===== src/verilog/ctep_pkg.sv =====
// Purpose: Shared constants and types for the CAN transceiver and expansion port block
// Assumes: AXI4-Lite, 32-bit data, two CAN channels
// Notes:   Offsets are byte addresses
package ctep_pkg;
	localparam int          NUM_CH          = 2;
	localparam int          ADDR_W          = 6;
	// Register offsets
	localparam logic [5:0]  OFS_CAN0_OUT    = 6'h00;
	localparam logic [5:0]  OFS_CAN1_OUT    = 6'h04;
	localparam logic [5:0]  OFS_CAN0_IN     = 6'h08;
	localparam logic [5:0]  OFS_CAN1_IN     = 6'h0C;
	localparam logic [5:0]  OFS_EXP_DIR     = 6'h10;
	localparam logic [5:0]  OFS_EXP_OUT     = 6'h14;
	localparam logic [5:0]  OFS_EXP_IN      = 6'h18;
	localparam logic [5:0]  OFS_CTRL        = 6'h1C;
	// CAN port field positions
	localparam int          BIT_TRM         = 4;
	localparam int          BIT_ERR         = 5;
	localparam int          BIT_STB         = 6;
	localparam int          BIT_EN          = 7;
	localparam logic [7:0]  CAN_OUT_MASK    = 8'hC0;
	localparam logic [7:0]  CAN_IN_MASK     = 8'h30;
	// Levels applied when a channel is initialised: standby released, enable set
	localparam logic [7:0]  CAN_RUN_VALUE   = 8'h80;
	// Control register fields
	localparam int          BIT_INIT0       = 0;
	localparam int          BIT_SAVE        = 8;
	// Reset values
	localparam logic [7:0]  RST_CAN_OUT     = 8'h00;
	localparam logic [7:0]  RST_EXP_DIR     = 8'h00;
	localparam logic [7:0]  RST_EXP_OUT     = 8'h00;
	localparam logic [1:0]  RESP_OKAY       = 2'b00;
	localparam logic [1:0]  RESP_SLVERR     = 2'b10;

	// Saved image kept in non-volatile storage
	typedef struct packed {
		logic [7:0] can1_out;
		logic [7:0] can0_out;
		logic [7:0] exp_dir;
		logic [7:0] exp_out;
	} ctep_image_t;

	typedef struct packed {
		logic stb;
		logic en;
	} ctep_xcvr_t;
endpackage : ctep_pkg


===== src/verilog/ctep_sync2.sv =====
// Purpose: Two-flop synchroniser for a bus of pin inputs
// Assumes: Inputs are asynchronous to clk
// Notes:   First stage feeds only the second stage
`timescale 1ns/1ps
`default_nettype none
module ctep_sync2 #(
	parameter int W = 1
) (
	input  wire logic         clk,
	input  wire logic         rst,
	input  wire logic [W-1:0] d,
	output logic      [W-1:0] q
);
	logic [W-1:0] meta_ff;
	logic [W-1:0] q_ff;

	always_ff @(posedge clk or posedge rst) begin
		if (rst) begin
			meta_ff <= '0;
			q_ff    <= '0;
		end else begin
			meta_ff <= d;
			q_ff    <= meta_ff;
		end
	end

	assign q = q_ff;
endmodule : ctep_sync2
`default_nettype wire


===== src/verilog/ctep_can_chan.sv =====
// Purpose: Output latch of one CAN transceiver control port
// Assumes: Writes already decoded for this channel
// Notes:   Undefined bit positions are never stored
`timescale 1ns/1ps
`default_nettype none
module ctep_can_chan (
	input  wire logic       clk,
	input  wire logic       rst,
	input  wire logic       restore,
	input  wire logic [7:0] restore_val,
	input  wire logic       init,
	input  wire logic       wr,
	input  wire logic [7:0] wdata,
	output logic      [7:0] last_out,
	output logic            stb_out,
	output logic            en_out
);
	logic [7:0] out_ff;
	logic [7:0] nxt_out;

	// A host write issued together with init takes priority, being the newer intent
	assign nxt_out = wr      ? (wdata & ctep_pkg::CAN_OUT_MASK) :
	                 init    ? ctep_pkg::CAN_RUN_VALUE :
	                 restore ? (restore_val & ctep_pkg::CAN_OUT_MASK) :
	                 out_ff;

	always_ff @(posedge clk or posedge rst) begin
		if (rst) begin
			out_ff <= ctep_pkg::RST_CAN_OUT;
		end else begin
			out_ff <= nxt_out;
		end
	end

	assign last_out = out_ff;
	assign stb_out  = out_ff[ctep_pkg::BIT_STB];
	assign en_out   = out_ff[ctep_pkg::BIT_EN];
endmodule : ctep_can_chan
`default_nettype wire


===== src/verilog/ctep_top.sv =====
// Purpose: CAN transceiver control ports and 8-bit expansion port behind AXI4-Lite
// Assumes: One clock, async active-high reset, pins sampled through two flops
// Notes:   Non-volatile image is an external store loaded at power-on
// Summary of operation
// - Input bit 0x20 of a CAN port reports the transceiver error line.
// - Output bit 0x40 of a CAN port drives the transceiver standby pin.
// - Output bit 0x80 of a CAN port drives the transceiver enable pin.
// - Initialising a CAN channel sets standby and enable for normal operation by itself.
// - The last written CAN port output value is saved and reapplied after power-on; the code saves it only when control bit 8 requests a save.
// - Each CAN channel has its own port, chosen by channel index, and reads return its inputs.
// - Each expansion pin has a direction bit, 0 for input and 1 for driven output.
// - After power-up all eight expansion pins are inputs.
// - The last expansion direction setting is saved and reapplied after power-on; the code saves it only when control bit 8 requests a save.
// - A written expansion value appears only on pins set as outputs.
// - Reading the expansion port returns the level of all eight pins.
`timescale 1ns/1ps
`default_nettype none
module ctep_top (
	input  wire logic                      clk,
	input  wire logic                      rst,
	// AXI4-Lite slave
	input  wire logic [5:0]                s_axi_awaddr,
	input  wire logic                      s_axi_awvalid,
	output logic                           s_axi_awready,
	input  wire logic [31:0]               s_axi_wdata,
	input  wire logic [3:0]                s_axi_wstrb,
	input  wire logic                      s_axi_wvalid,
	output logic                           s_axi_wready,
	output logic      [1:0]                s_axi_bresp,
	output logic                           s_axi_bvalid,
	input  wire logic                      s_axi_bready,
	input  wire logic [5:0]                s_axi_araddr,
	input  wire logic                      s_axi_arvalid,
	output logic                           s_axi_arready,
	output logic      [31:0]               s_axi_rdata,
	output logic      [1:0]                s_axi_rresp,
	output logic                           s_axi_rvalid,
	input  wire logic                      s_axi_rready,
	// Non-volatile image
	input  wire logic                      nv_valid,
	input  wire ctep_pkg::ctep_image_t     nv_image,
	output ctep_pkg::ctep_image_t          nv_store,
	output logic                           nv_save,
	// Transceiver pins, one per channel
	input  wire logic [1:0]                termination_state_in,
	input  wire logic [1:0]                transceiver_fault_in,
	output logic      [1:0]                transceiver_standby_out,
	output logic      [1:0]                transceiver_enable_out,
	// Expansion port, three signals per pin
	input  wire logic [7:0]                exp_pin_in,
	output logic      [7:0]                exp_pin_out,
	output logic      [7:0]                exp_pin_oe
);
	// Write channel capture: address and data accepted in either order
	logic        aw_held_ff;
	logic        w_held_ff;
	logic [5:0]  awaddr_ff;
	logic [31:0] wdata_ff;
	logic [3:0]  wstrb_ff;
	logic        bvalid_ff;
	logic [1:0]  bresp_ff;
	logic        rvalid_ff;
	logic [31:0] rdata_ff;
	logic [1:0]  rresp_ff;

	wire aw_take  = s_axi_awvalid && !aw_held_ff && !bvalid_ff;
	wire w_take   = s_axi_wvalid && !w_held_ff && !bvalid_ff;
	wire aw_have  = aw_held_ff || aw_take;
	wire w_have   = w_held_ff || w_take;
	wire wr_fire  = aw_have && w_have && !bvalid_ff;
	wire [5:0]  wr_addr = aw_held_ff ? awaddr_ff : s_axi_awaddr;
	wire [31:0] wr_data = w_held_ff ? wdata_ff : s_axi_wdata;
	wire [3:0]  wr_strb = w_held_ff ? wstrb_ff : s_axi_wstrb;
	wire        wr_b0   = wr_strb[0];
	wire        wr_b1   = wr_strb[1];

	wire sel_can0_w = wr_fire && wr_addr == ctep_pkg::OFS_CAN0_OUT && wr_b0;
	wire sel_can1_w = wr_fire && wr_addr == ctep_pkg::OFS_CAN1_OUT && wr_b0;
	wire sel_dir_w  = wr_fire && wr_addr == ctep_pkg::OFS_EXP_DIR  && wr_b0;
	wire sel_out_w  = wr_fire && wr_addr == ctep_pkg::OFS_EXP_OUT  && wr_b0;
	wire sel_ctl_w  = wr_fire && wr_addr == ctep_pkg::OFS_CTRL;
	wire init0      = sel_ctl_w && wr_b0 && wr_data[ctep_pkg::BIT_INIT0];
	wire init1      = sel_ctl_w && wr_b0 && wr_data[ctep_pkg::BIT_INIT0 + 1];
	wire save_req   = sel_ctl_w && wr_b1 && wr_data[ctep_pkg::BIT_SAVE];
	wire wr_mapped  = wr_addr == ctep_pkg::OFS_CAN0_OUT || wr_addr == ctep_pkg::OFS_CAN1_OUT ||
	                  wr_addr == ctep_pkg::OFS_EXP_DIR  || wr_addr == ctep_pkg::OFS_EXP_OUT ||
	                  wr_addr == ctep_pkg::OFS_CTRL;
	wire nxt_aw_held = !wr_fire && aw_have;
	wire nxt_w_held  = !wr_fire && w_have;
	wire nxt_bvalid  = wr_fire || (bvalid_ff && !s_axi_bready);

	always_ff @(posedge clk or posedge rst) begin
		if (rst) begin
			aw_held_ff <= 1'b0;
			w_held_ff  <= 1'b0;
			awaddr_ff  <= 6'h00;
			wdata_ff   <= 32'h00000000;
			wstrb_ff   <= 4'h0;
		end else begin
			aw_held_ff <= nxt_aw_held;
			w_held_ff  <= nxt_w_held;
			if (aw_take) begin
				awaddr_ff <= s_axi_awaddr;
			end
			if (w_take) begin
				wdata_ff <= s_axi_wdata;
				wstrb_ff <= s_axi_wstrb;
			end
		end
	end

	always_ff @(posedge clk or posedge rst) begin
		if (rst) begin
			bvalid_ff <= 1'b0;
			bresp_ff  <= ctep_pkg::RESP_OKAY;
		end else if (wr_fire) begin
			bvalid_ff <= 1'b1;
			bresp_ff  <= wr_mapped ? ctep_pkg::RESP_OKAY : ctep_pkg::RESP_SLVERR;
		end else if (s_axi_bready) begin
			bvalid_ff <= 1'b0;
		end
	end

	// Ready ports are registered copies built from the next handshake state, so they match
	// the held and response flops cycle for cycle while still coming straight off a flop
	logic awready_ff;
	logic wready_ff;

	always_ff @(posedge clk or posedge rst) begin
		if (rst) begin
			awready_ff <= 1'b1;
			wready_ff  <= 1'b1;
		end else begin
			awready_ff <= !nxt_aw_held && !nxt_bvalid;
			wready_ff  <= !nxt_w_held && !nxt_bvalid;
		end
	end

	assign s_axi_awready = awready_ff;
	assign s_axi_wready  = wready_ff;
	assign s_axi_bvalid  = bvalid_ff;
	assign s_axi_bresp   = bresp_ff;

	// Power-on restore: taken once, on the first cycle the store reports valid
	logic restored_ff;
	wire  restore = nv_valid && !restored_ff;

	always_ff @(posedge clk or posedge rst) begin
		if (rst) begin
			restored_ff <= 1'b0;
		end else if (nv_valid) begin
			restored_ff <= 1'b1;
		end
	end

	// Synchronised pins
	logic [1:0] trm_s;
	logic [1:0] err_s;
	logic [7:0] exp_s;

	ctep_sync2 #(.W(2)) u_sync_trm (.clk(clk), .rst(rst), .d(termination_state_in), .q(trm_s));
	ctep_sync2 #(.W(2)) u_sync_err (.clk(clk), .rst(rst), .d(transceiver_fault_in), .q(err_s));
	ctep_sync2 #(.W(8)) u_sync_exp (.clk(clk), .rst(rst), .d(exp_pin_in), .q(exp_s));

	// CAN channels, one independent port each
	logic [7:0] can_last [2];
	logic [1:0] stb_w;
	logic [1:0] en_w;

	ctep_can_chan u_can0 (
		.clk         (clk),
		.rst         (rst),
		.restore     (restore),
		.restore_val (nv_image.can0_out),
		.init        (init0),
		.wr          (sel_can0_w),
		.wdata       (wr_data[7:0]),
		.last_out    (can_last[0]),
		.stb_out     (stb_w[0]),
		.en_out      (en_w[0])
	);

	ctep_can_chan u_can1 (
		.clk         (clk),
		.rst         (rst),
		.restore     (restore),
		.restore_val (nv_image.can1_out),
		.init        (init1),
		.wr          (sel_can1_w),
		.wdata       (wr_data[7:0]),
		.last_out    (can_last[1]),
		.stb_out     (stb_w[1]),
		.en_out      (en_w[1])
	);

	logic [1:0] stb_ff;
	logic [1:0] en_ff;

	always_ff @(posedge clk or posedge rst) begin
		if (rst) begin
			stb_ff <= 2'b00;
			en_ff  <= 2'b00;
		end else begin
			stb_ff <= stb_w;
			en_ff  <= en_w;
		end
	end

	assign transceiver_standby_out = stb_ff;
	assign transceiver_enable_out  = en_ff;

	// Expansion port
	logic [7:0] dir_ff;
	logic [7:0] eout_ff;
	logic [7:0] pin_out_ff;
	logic [7:0] pin_oe_ff;
	wire  [7:0] nxt_dir  = sel_dir_w ? wr_data[7:0] :
	                       restore   ? nv_image.exp_dir : dir_ff;
	wire  [7:0] nxt_eout = sel_out_w ? wr_data[7:0] :
	                       restore   ? nv_image.exp_out : eout_ff;

	always_ff @(posedge clk or posedge rst) begin
		if (rst) begin
			dir_ff     <= ctep_pkg::RST_EXP_DIR;
			eout_ff    <= ctep_pkg::RST_EXP_OUT;
			pin_out_ff <= 8'h00;
			pin_oe_ff  <= 8'h00;
		end else begin
			dir_ff     <= nxt_dir;
			eout_ff    <= nxt_eout;
			pin_out_ff <= nxt_eout & nxt_dir;
			pin_oe_ff  <= nxt_dir;
		end
	end

	assign exp_pin_out = pin_out_ff;
	assign exp_pin_oe  = pin_oe_ff;

	// Output pins read back what they drive, input pins their sampled level
	wire [7:0] exp_level = (dir_ff & eout_ff) | (~dir_ff & exp_s);

	// Non-volatile save: image follows the live settings, pulse on request
	logic                  nv_save_ff;
	ctep_pkg::ctep_image_t nv_store_ff;

	always_ff @(posedge clk or posedge rst) begin
		if (rst) begin
			nv_save_ff  <= 1'b0;
			nv_store_ff <= '0;
		end else begin
			nv_save_ff  <= save_req;
			nv_store_ff <= '{can1_out: can_last[1], can0_out: can_last[0],
			                 exp_dir: dir_ff, exp_out: eout_ff};
		end
	end

	assign nv_save  = nv_save_ff;
	assign nv_store = nv_store_ff;

	// Read path
	function automatic logic [7:0] can_in_word(input logic [7:0] last, input logic trm, input logic err);
		logic [7:0] v;
		v = 8'h00;
		v[ctep_pkg::BIT_TRM] = trm;
		v[ctep_pkg::BIT_ERR] = err;
		return v | (last & ctep_pkg::CAN_OUT_MASK);
	endfunction : can_in_word

	wire [7:0] can0_rd = can_in_word(can_last[0], trm_s[0], err_s[0]);
	wire [7:0] can1_rd = can_in_word(can_last[1], trm_s[1], err_s[1]);
	wire rd_take = s_axi_arvalid && !rvalid_ff;
	logic [31:0] rd_mux;
	logic        rd_ok;

	always_comb begin
		rd_mux = 32'h00000000;
		rd_ok  = 1'b1;
		unique case (s_axi_araddr)
			ctep_pkg::OFS_CAN0_OUT: rd_mux = {24'h000000, can_last[0]};
			ctep_pkg::OFS_CAN1_OUT: rd_mux = {24'h000000, can_last[1]};
			ctep_pkg::OFS_CAN0_IN:  rd_mux = {24'h000000, can0_rd};
			ctep_pkg::OFS_CAN1_IN:  rd_mux = {24'h000000, can1_rd};
			ctep_pkg::OFS_EXP_DIR:  rd_mux = {24'h000000, dir_ff};
			ctep_pkg::OFS_EXP_OUT:  rd_mux = {24'h000000, eout_ff};
			ctep_pkg::OFS_EXP_IN:   rd_mux = {24'h000000, exp_level};
			ctep_pkg::OFS_CTRL:     rd_mux = {31'h00000000, restored_ff};
			default:                rd_ok  = 1'b0;
		endcase
	end

	always_ff @(posedge clk or posedge rst) begin
		if (rst) begin
			rvalid_ff <= 1'b0;
			rdata_ff  <= 32'h00000000;
			rresp_ff  <= ctep_pkg::RESP_OKAY;
		end else if (rd_take) begin
			rvalid_ff <= 1'b1;
			rdata_ff  <= rd_mux;
			rresp_ff  <= rd_ok ? ctep_pkg::RESP_OKAY : ctep_pkg::RESP_SLVERR;
		end else if (s_axi_rready) begin
			rvalid_ff <= 1'b0;
		end
	end

	logic arready_ff;
	wire  nxt_rvalid = rd_take || (rvalid_ff && !s_axi_rready);

	always_ff @(posedge clk or posedge rst) begin
		if (rst) begin
			arready_ff <= 1'b1;
		end else begin
			arready_ff <= !nxt_rvalid;
		end
	end

	assign s_axi_arready = arready_ff;
	assign s_axi_rvalid  = rvalid_ff;
	assign s_axi_rdata   = rdata_ff;
	assign s_axi_rresp   = rresp_ff;
endmodule : ctep_top
`default_nettype wire


===== config.mk =====
export PLATFORM = sky130hd
export DESIGN_NAME = ctep_top
export DESIGN_NICKNAME = d
export VERILOG_FILES = /design/src/verilog/ctep_pkg.sv /design/src/verilog/ctep_sync2.sv /design/src/verilog/ctep_can_chan.sv /design/src/verilog/ctep_top.sv
export SDC_FILE = /design/constraint.sdc
export NUM_CORES = 1
export LEC_CHECK = 0
export ABC_AREA = 1
export BUFFER_PORTS_ARGS = -buffer_cell sky130_fd_sc_hd__clkbuf_2
export CAP_MARGIN = 10
export CORE_ASPECT_RATIO = 0.7
export CORE_UTILIZATION = 53
export CTS_BUF_LIST = sky130_fd_sc_hd__clkbuf_4 sky130_fd_sc_hd__clkbuf_8 sky130_fd_sc_hd__clkbuf_16
export DETAILED_ROUTE_END_ITERATION = 12
export HOLD_SLACK_MARGIN = 0.15
export PLACE_DENSITY = 0.92
export SLEW_MARGIN = 20
export SYNTH_ARGS = -nofsm -noshare
export SYNTH_HDL_FRONTEND = slang
export SYNTH_SLANG_ARGS = --single-unit

===== constraint.sdc =====
create_clock -name clk -period 9.9 [get_ports clk]
set_input_delay 0.99 -clock clk [delete_from_list [all_inputs] [get_ports clk]]
set_output_delay 0.99 -clock clk [all_outputs]
set_load 0.03 [all_outputs]

==> results of run 1 <==
where the power goes:
group / total [mW] / internal, mW / switching (mW)
sequential: 0.702 / 0.589 / 0.113
clock: 0.360 / 0.208 / 0.152
combinational: 0.646 / 0.189 / 0.458
per-stage QoR:
step	std cells	worst slack (ns)
final	804	7.498
after global routing	804	7.286
after CTS	804	7.541
after detailed placement	789	7.178
after global placement	789	7.292
after floorplan	598	6.069
layer usage:
| layer | vias up | global-route usage | wire length (um) | share of wire |
|---|---|---|---|---|
| met1 | 1804 | 0.3045 | 4603 | 0.42 |
| met4 | 0 | 0.1076 | 227 | 0.021 |
| met3 | 25 | 0.06131 | 855 | 0.079 |
| met2 | 162 | 0.3882 | 5146 | 0.48 |
| met5 | - | 0 | 0 | 0 |
| li1 | 1872 | - | - | - |
state kept, by name (all words and copies together), names as in the netlist, 2 cells and up:
register and cells:
awaddr_ff 6, eout_ff 8, exp_pin_oe 8, exp_pin_out 8, nv_store 18, s_axi_rdata 8, u_can0.last_out 2, u_can1.last_out 2
u_sync_err.meta_ff 2, u_sync_err.q 2, u_sync_exp.meta_ff 8, u_sync_exp.q 8, u_sync_trm.meta_ff 2, u_sync_trm.q 2, wdata_ff 9, wstrb_ff 2
layout make-up:
class                      instances  area (um2)  share of cell area
timing repair buffer             121       613.1              0.1065
clock buffer                      11       252.7             0.04389
tap                              124       155.1             0.02694
clock inverter                     4       48.80            0.008475
multi-input combinational        360        1685              0.2927
sequential                       108        2706              0.4700
inverter                          76       296.5             0.05150
logic make-up (layout without fill, tap and decap cells):
kind of cell | count (synthesis) | after routing | synth area share
DFF | 108 | 108 | 0.5488
muxes | 12 | 12 | 0.02588
AOI/OAI and AO/OA | 41 | 41 | 0.05633
and+or+nand+nor | 269 | 269 | 0.2306
other | 1 | 38 | 0.0007605
buffers and inverters | 130 | 212 | 0.1375
final timing paths:
kind                                                  from  cells past startpoint  slack [ns]                         end
setup / recovery                           s_axi_araddr[1]                      8        7.50  s_axi_rdata[5]$_DFFE_PP0P_
hold / removal             u_sync_exp.meta_ff[1]$_DFF_PP0_                      0        0.35   u_sync_exp.q[1]$_DFF_PP0_
setup reg to reg                       w_held_ff$_DFF_PP0_                      8        7.79    exp_pin_out[7]$_DFF_PP0_
hold reg to reg            u_sync_exp.meta_ff[1]$_DFF_PP0_                      0        0.35   u_sync_exp.q[1]$_DFF_PP0_
max in group asynchronous                              rst                      3        8.03           nv_save$_DFF_PP0_
min in group asynchronous                              rst                      2        0.73      nv_store[30]$_DFF_PP0_
placed cells by master (no fill, tap or decap):
cell type    n
nand3_1     21
clkbuf_8     2
clkbuf_2   118
o211ai_1     2
dfrtp_1    105
nor3_1       5
inv_2        4
clkinv_2     3
clkinv_4     1
mux2i_1      6
a21oi_2      1
nand2_2      7
nand3_2      1
nand4_4      1
o21ai_2     16
inv_4        1
nor2_8       1
mux2_2       6
nand4_1      5
o21ai_0     13
bufinv_16    1
o2bb2ai_1    1
clkbuf_16    9
conb_1      38
inv_1       69
nor4_1       2
nor2_1      22
a21oi_1      4
or2_2        4
nor2_2       4
nand2_1    196
inv_8        1
o21ai_1      4
dfstp_2      3
buf_4        3
==> summary.md, run 1 <==
| Metric | Value |
|---|---|
| Synth Warn # | `0` |
| Max VDD drop | `0.1599 mV` |
| Run status | `finished, final reports clean` |
| Final WL | `10830 um` |
| Avg Cell Area, Syn | `8.790 um2` |
| Detailed-route DRC error count | `0` |
| Top-count cell post-synth | `nand2_1` |
| Period Utilization, post-route | `0.2426` |
| Placement Rows | `29` |
| Core area | `9035 um2` |
| Die width | `117.3 um` |
| Largest net degree at the start of global routing | `57` |
| Final instance area | `5758 um2` |
| Die Y | `82.70 um` |
| Hold Buf Count CTS | `0` |
| Vias per cell | `4.805` |
| Worst Max-Slew Pin Slew | `1.027 ns` |
| Sequential share of the synthesized area | `0.5488` |
| Max clock buf depth | `2` |
| Final count of hold timing violations | `0` |
| Ys flop type | `dfrtp_1` |
| Total grt overflow | `0` |
| Worst EP arrival | `2.68 ns` |
| Area grow syn2layout | `16.77%` |
| Final setup fails | `0` |
| Synth top area cells | `dfrtp_1 53%, nand2_1 15%, buf_4 6.4%` |
| TNS Setup | `0 ns` |
| Crit Path Category | `in2reg` |
| Critical Path End Type | `register` |
| Critical path buffer and inverter count | `1` |
| Pwr per Cell Area | `296.6 nW/um2` |
| Lkg Pwr | `3.294 nW` |
| Area of the mapped netlist | `4931 um2` |
| IO Port Bufs | `118` |
| Avg WL per Cell | `13.47 um` |
| IO Count | `194` |
| Worst path cell trace | `clkbuf_2 > nor2_2 > nand2_1 > nor3_1 > nand2_1 > nand3_1 > o21ai_1 > nand2_1` |
| Relative slew slack | `0.3103` |
| Share of cells above drive strength 1 | `0.2750` |
| Asr flop ratio synth | `1.000` |
| Commonest cells in the netlist | `196 x nand2_1, 105 x dfrtp_1, 70 x inv_1, 42 x buf_4, 22 x nor2_1` |
| Fill count | `762` |
| Setup crit start kind | `primary input` |
| Tot GR Track Use | `0.2390` |
| Clock transition at the registers of the reported paths | `0.07 ns` |
| Clk Latency, worst-skew pair | `0.34 ns` |
| Vias | `3863` |
| Root buf cell | `clkbuf_16` |
| Nets | `776` |
| Max Slew Vio Count | `0` |
| Yosys top cell area share | `0.5329` |
| Fin util | `0.6373` |
| Final Critical Period | `2.402 ns` |
| ANT nets after route | `0` |
| Total power | `1.708 mW` |
| Slowest stage delay, CP | `0.83 ns` |
| Critical Path Fanout Max | `7` |
| MaxCap Viol Count | `0` |
| Highest clock rate | `416.4 MHz` |
| DRT Pass-1 Iters | `4` |
| Seq cells post-synth | `108` |
| HPWL after DPL | `8100 um` |
| Resize count post-CTS | `0` |
| Critical-path top delay cell | `nor3_1` |
| Yosys cell types | `32` |
| Clock Skew | `0.003498 ns` |
| Number of flops mapped to enable cells by yosys | `0` |
| Most frequent CP cell | `nand2_1` |
| TritonCTS clock tree | `done` |
| Area after DPL | `5456 um2` |
| Post-synth top area cell | `dfrtp_1` |
| Post-CTS Setup Bufs | `0` |
| DR iter-0 viols | `219` |
| Initial antenna violation count | `0` |
| Cts bufs inserted | `9` |
| Die footprint | `9699 um2` |
| CP top delay family | `simple AND/OR/NAND/NOR gates` |
| Final Wtd Congestion | `0.8344` |
| # clock sinks | `108` |
| H-tree Lvls | `3` |
| # diodes | `0` |
| First-pass GRT wire length | `16950 um` |
| Required @ worst endpoint | `10.18 ns` |
| Initial Utilization | `0.5458` |
| RSZ-0062 raised after global routing | `false` |
| Vias in the first global route | `3679` |
| Hold WC Path Type | `reg2reg` |
| Hold slack | `0.3472 ns` |
| Synthesized instance count | `561` |
(Power assumes the default switching activity.)
==> inputs of run 2 (changes only) <==
- ABC_AREA: 1 -> 0
- CORE_UTILIZATION: 53 -> 48
- PLACE_DENSITY: 0.92 -> 0.86
- clock period: 9.9 -> 2.3 ns (I/O delays scaled with it)
==> run 2 against run 1 <==
Area after synthesis is 3.6% lower. Utilization is 0.64 points lower. Clock skew is 0.0016 ns higher. Highest routed layer unchanged.
==> summary.md, run 2 <==
| Metric | Value |
|---|---|
| DR iter-0 viols | `183` |
| Seq cells post-synth | `108` |
| Final WL | `10860 um` |
| Cts bufs inserted | `9` |
| Die footprint | `10320 um2` |
| Largest net degree at the start of global routing | `64` |
| Total power | `7.314 mW` |
| Core area | `9325 um2` |
| Synthesized instance count | `422` |
| Vias per cell | `5.108` |
| First-pass GRT wire length | `17420 um` |
| IO Count | `194` |
| Worst Max-Slew Pin Slew | `0.7401 ns` |
| Resize count post-CTS | `0` |
| Yosys cell types | `46` |
| Commonest non-fill, non-tap cell in the layout | `clkbuf_2` |
| DRT Pass-1 Iters | `5` |
| Commonest cells in the netlist | `105 x dfrtp_1, 52 x nand2_1, 43 x buf_4, 29 x a21oi_1, 26 x nor2_1` |
| Hold Buf Count CTS | `28` |
| Lkg Pwr | `2.876 nW` |
| RSZ-0062 raised after global routing | `false` |
| Setup crit start kind | `primary input` |
| TritonCTS clock tree | `done` |
| Area after DPL | `5318 um2` |
| MaxCap Viol Count | `0` |
| Nets | `664` |
| Initial Utilization | `0.5100` |
| Max VDD drop | `0.9253 mV` |
| Hold WC Path Type | `in2reg` |
| Total grt overflow | `0` |
| Hold slack | `0.1551 ns` |
| Yosys top cell area share | `0.5525` |
| Top-count cell post-synth | `dfrtp_1` |
| Final count of hold timing violations | `0` |
| Clock Skew | `0.005111 ns` |
| # clock sinks | `108` |
| Synth top area cells | `dfrtp_1 55%, buf_4 6.8%, mux2_2 4.5%` |
| Area of the mapped netlist | `4756 um2` |
| Max reg flops | `18` |
| Number of flops mapped to enable cells by yosys | `0` |
| Vias in the first global route | `3591` |
| Clk Latency, worst-skew pair | `0.35 ns` |
| Ys flop type | `dfrtp_1` |
| Share of cells above drive strength 1 | `0.3199` |
| Final instance area | `5883 um2` |
| Critical Path End Type | `register` |
| Placement Rows | `29` |
| ANT nets after route | `0` |
| Detailed-route DRC error count | `0` |
| Worst EP arrival | `2.34 ns` |
| Required @ worst endpoint | `2.50 ns` |
| Die Y | `85.28 um` |
| Clock transition at the registers of the reported paths | `0.07 ns` |
| Final Critical Period | `2.135 ns` |
| Final setup fails | `0` |
| Period Utilization, post-route | `0.9281` |
| Area grow syn2layout | `23.70%` |
| Root buf cell | `clkbuf_16` |
| Final Wtd Congestion | `0.8700` |
| Max clock buf depth | `2` |
| Highest clock rate | `468.5 MHz` |
| Non-filler cells in the finished layout | `693` |
| # diodes | `0` |
| HPWL after DPL | `7974 um` |
| Pwr per Cell Area | `1243 nW/um2` |
| Vias | `3540` |
| Critical Path Fanout Max | `11` |
| Die width | `121.0 um` |
| IO Port Bufs | `118` |
| Relative slew slack | `0.5066` |
| Sequential share of the synthesized area | `0.5691` |
| Max Slew Vio Count | `0` |
| Initial antenna violation count | `0` |
| Placed insts | `649` |
| H-tree Lvls | `3` |
| Run status | `finished, final reports clean` |
| Tot GR Track Use | `0.2238` |
| Commonest cells after routing, fill and taps aside | `118 x clkbuf_2, 105 x dfrtp_1, 52 x nand2_1` |
| Avg WL per Cell | `15.67 um` |
| Post-CTS Setup Bufs | `0` |
| Avg Cell Area, Syn | `11.27 um2` |
| Post-synth top area cell | `dfrtp_1` |
| Crit Path Category | `in2reg` |
| Synth Warn # | `0` |
| Asr flop ratio synth | `1.000` |
| TNS Setup | `0 ns` |
run 2: changes by cell type in the layout (fill, tap and decap cells not counted), moves of 13 or more:
| cell | change |
|---|---|
| nand2_1 | -144 |
| inv_1 | -64 |
| dlygate4sd3_1 | +28 |
| a21oi_1 | +25 |
| and3_1 | +21 |
| nand3_1 | -18 |
| o21ai_2 | -16 |
| mux2i_1 | +15 |
| mux2_2 | +13 |
run 2: cell type report:
type,count,area (um2)
sequential,108,2706
inverter,6,26.28
fill,734,3442
timing repair buffer,154,943.4
multi-input combinational,285,1767
clock buffer,9,225.2
clock inverter,7,60.06
tap,124,155.1
run 2: metrics by stage:
step	setup WS, ns	utilization
2_1_floorplan	0.4248	-
3_3_place_gp	0.2839	0.5702
3_5_place_dp	0.2294	0.5702
4_1_cts	0.1811	0.6309
5_1_grt	0.07216	0.6309
6_report	0.1654	0.6309
run 2: per-layer routing:
layer / vias to the layer above / global-route usage / share of wire
met4: 0 / 0.07183 / 0.013
met3: 14 / 0.06788 / 0.076
met5: - / 0 / 0
met1: 1711 / 0.2916 / 0.43
li1: 1665 / - / -
met2: 150 / 0.3595 / 0.48
run 2: power by group:
part,internal (mW),total (mW),leakage (nW),switching [mW]
Combinational,0.999,2.82,1.44,1.82
Sequential,2.55,3.04,1.31,0.490
Clock,0.749,1.45,0.130,0.704
Total,4.30,7.31,2.88,3.02
run 2: path summary, 6_finish.rpt:
check | start | end | slack (ns) | cells past startpoint
setup / recovery | s_axi_awaddr[0] | exp_pin_out[6]$_DFF_PP0_ | 0.17 | 8
hold / removal | s_axi_bready | s_axi_wready$_DFF_PP1_ | 0.16 | 3
setup reg to reg | aw_held_ff$_DFF_PP0_ | exp_pin_out[6]$_DFF_PP0_ | 0.20 | 6
hold reg to reg | u_sync_exp.meta_ff[3]$_DFF_PP0_ | u_sync_exp.q[3]$_DFF_PP0_ | 0.35 | 0
max in group asynchronous | rst | s_axi_arready$_DFF_PP1_ | 1.25 | 4
min in group asynchronous | rst | awaddr_ff[2]$_DFFE_PP0P_ | 0.32 | 3
run 2: critical path: stages:
cell and delay, ns:
dlygate4sd3_1 0.53, clkbuf_2 0.12, or3_4 0.37, a211oi_2 0.22
buf_4 0.22, nand4_4 0.20, nand2_2 0.31, a211oi_2 0.13
run 2: logic make-up after synthesis:
family | share of synthesized area
AND/OR/NAND/NOR | 0.1423
flip-flops | 0.5691
AO/OA/AOI/OAI | 0.1100
buffers and inverters | 0.08866
multiplexers | 0.08919
other | 0.0007885
==> inputs of run 3 (changes only) <==
- CORE_UTILIZATION: 48 -> 44
- PLACE_DENSITY: 0.86 -> 0.83
- clock period: 2.3 -> 1.7 ns (I/O delays scaled with it)
==> run 3 against run 2 <==
The flow now finishes with violations (setup timing). Setup slack worse by 0.36 ns. First-iteration DRC count rose by 32%. Cell area up 8.1%. Sequential power increased by 35%. Sequential cell count did not move. Clock-buffer cell count did not move. Clock power grew 49%. Sequential share of layout area decreased by 3.4 points.
==> summary.md, run 3 (synthesis results as in run 2) <==
| Metric | Value |
|---|---|
| Fill count | `822` |
| HPWL after DPL | `8528 um` |
| Avg WL per Cell | `17.01 um` |
| CP top delay family | `compound AO/OA/AOI/OAI gates` |
| Final Wtd Congestion | `0.8622` |
| Total grt overflow | `0` |
| Tot GR Track Use | `0.2288` |
| Nets | `694` |
| Failing checks | `setup timing` |
| Root buf cell | `clkbuf_16` |
| Clk Latency, worst-skew pair | `0.35 ns` |
| Run status | `complete, but fails checks` |
| Final count of hold timing violations | `0` |
| Most frequent CP cell | `buf_4` |
| Critical Path End Type | `register` |
| Pwr per Cell Area | `1690 nW/um2` |
| Area after DPL | `5517 um2` |
| # clock sinks | `108` |
| Max Slew Vio Count | `0` |
| Crit Path Category | `reg2reg` |
| DRT Pass-1 Iters | `5` |
| Required @ worst endpoint | `1.96 ns` |
| TritonCTS clock tree | `done` |
| RSZ-0062 raised after global routing | `true` |
| Vias | `3814` |
| Worst path cell trace | `buf_4 > o32ai_1 > buf_4 > nand4_4 > and3_4 > a211oi_4` |
| Critical Path Fanout Max | `12` |
| Final WS setup | `-0.1937 ns` |
| Cts bufs inserted | `9` |
| Detailed-route DRC error count | `0` |
| Flop2flop setup slack | `-0.19 ns` |
| ANT nets after route | `0` |
| Placement Rows | `31` |
| Die width | `126.3 um` |
| First-pass GRT wire length | `19040 um` |
| Final setup fails | `28` |
| IO Port Bufs | `118` |
| Total power | `10.75 mW` |
| Clock Skew | `0.006837 ns` |
| Final Critical Period | `1.894 ns` |
| Final WL | `12440 um` |
| Die Y | `88.99 um` |
| Relative slew slack | `0.5394` |
| Die footprint | `11240 um2` |
| Lkg Pwr | `3.085 nW` |
| Setup crit start kind | `register` |
| Vias per cell | `5.218` |
| Max VDD drop | `1.278 mV` |
| MaxCap Viol Count | `0` |
| Commonest non-fill, non-tap cell in the layout | `clkbuf_2` |
| Period Utilization, post-route | `1.114` |
| Critical path buffer and inverter count | `2` |
| DR iter-0 viols | `242` |
| Highest clock rate | `528.1 MHz` |
| H-tree Lvls | `3` |
| Worst EP arrival | `2.15 ns` |
| Largest net degree at the start of global routing | `67` |
| IO Count | `194` |
| Max reg flops | `18` |
| Clock transition at the registers of the reported paths | `0.08 ns` |
| Max clock buf depth | `2` |
| Slowest stage delay, CP | `0.42 ns` |
| # diodes | `0` |
| Initial antenna violation count | `0` |
| Hold WC Path Type | `in2reg` |
| Vias in the first global route | `3722` |
| Critical-path top delay cell | `dfrtp_1` |
| Share of cells above drive strength 1 | `0.3840` |
| Core area | `10430 um2` |
| Area grow syn2layout | `33.73%` |
| Final instance area | `6360 um2` |
| Initial Utilization | `0.4558` |
| Worst Max-Slew Pin Slew | `0.6717 ns` |
| Commonest cells after routing, fill and taps aside | `118 x clkbuf_2, 105 x dfrtp_1, 52 x nand2_1` |
-- run 3: cell count changes in the layout (fill, tap and decap cells not counted), sizes merged --
cell and change:
buf +20, nand4 +1, dlygate4sd3 +7, bufinv +1, nand3 +1, dlymetal6s4s +1, inv +2, clkinvlp -2
clkinv -1
-- run 3: area by class of cell --
cell class / instances / area [um2] / share of cell area
inverters: 6 / 26.28 / 0.004131
well taps: 132 / 165.2 / 0.02597
clock buffers: 9 / 225.2 / 0.03541
clock inverters: 7 / 80.08 / 0.01259
repair buffers: 182 / 1216 / 0.1912
multi-input cells: 287 / 1941 / 0.3051
flip-flops and latches: 108 / 2706 / 0.4255
-- run 3: timing repair --
item	in CTS	in global routing
buffers inserted	4	0
endpoints found under the setup margin	27	33
endpoints found under the hold margin	141	0
hold buffers	36	0
pin swaps	11	5
cloned	2	0
resized for setup	16	9
-- run 3: worst min-delay path, cell delays in order --
cell and delay [ns]:
clkbuf_2 0.09, nor2_1 0.09, a21oi_1 0.06, inv_1 0.05
-- run 3: final timing paths --
check / from / end / cells past startpoint
worst max register to register: aw_held_ff$_DFF_PP0_ / exp_pin_out[7]$_DFF_PP0_ / 6
max in group asynchronous: rst / s_axi_wready$_DFF_PP1_ / 4
min in group asynchronous: rst / exp_pin_out[6]$_DFF_PP0_ / 4
worst max-delay path: aw_held_ff$_DFF_PP0_ / exp_pin_out[7]$_DFF_PP0_ / 6
worst min-delay path: s_axi_arvalid / s_axi_arready$_DFF_PP1_ / 4
worst min register to register: u_sync_err.meta_ff[1]$_DFF_PP0_ / u_sync_err.q[1]$_DFF_PP0_ / 0
-- run 3: metal layers --
| metal | up-vias | global-route usage | wire length [um] |
|---|---|---|---|
| met2 | 175 | 0.3762 | 6002 |
| li1 | 1727 | - | - |
| met4 | 0 | 0.07229 | 194 |
| met3 | 21 | 0.08019 | 995 |
| met5 | - | 0 | 0 |
| met1 | 1891 | 0.2880 | 5242 |
-- run 3: report_power, final --
part | total [mW] | switching [mW] | leakage, nW | internal [mW]
logic | 4.49 | 2.72 | 1.63 | 1.77
clock network | 2.16 | 0.994 | 0.149 | 1.17
registers | 4.10 | 0.652 | 1.31 | 3.45
total | 10.7 | 4.37 | 3.09 | 6.38
-- run 3: per-stage QoR --
step                      std cells    util  hold slack, ns  TNS, ns  setup slack [ns]
after floorplan                 459       -          0.2014   -1.643           -0.1308
after global placement          673  0.5287          0.2660   -2.085           -0.1838
after detailed placement        673  0.5287          0.2644   -3.695           -0.2651
after CTS                       731  0.6056          0.1642   -3.670           -0.1641
after global routing            731  0.6095          0.1740   -5.736           -0.2771
final                           731  0.6095          0.1394   -3.670           -0.1937
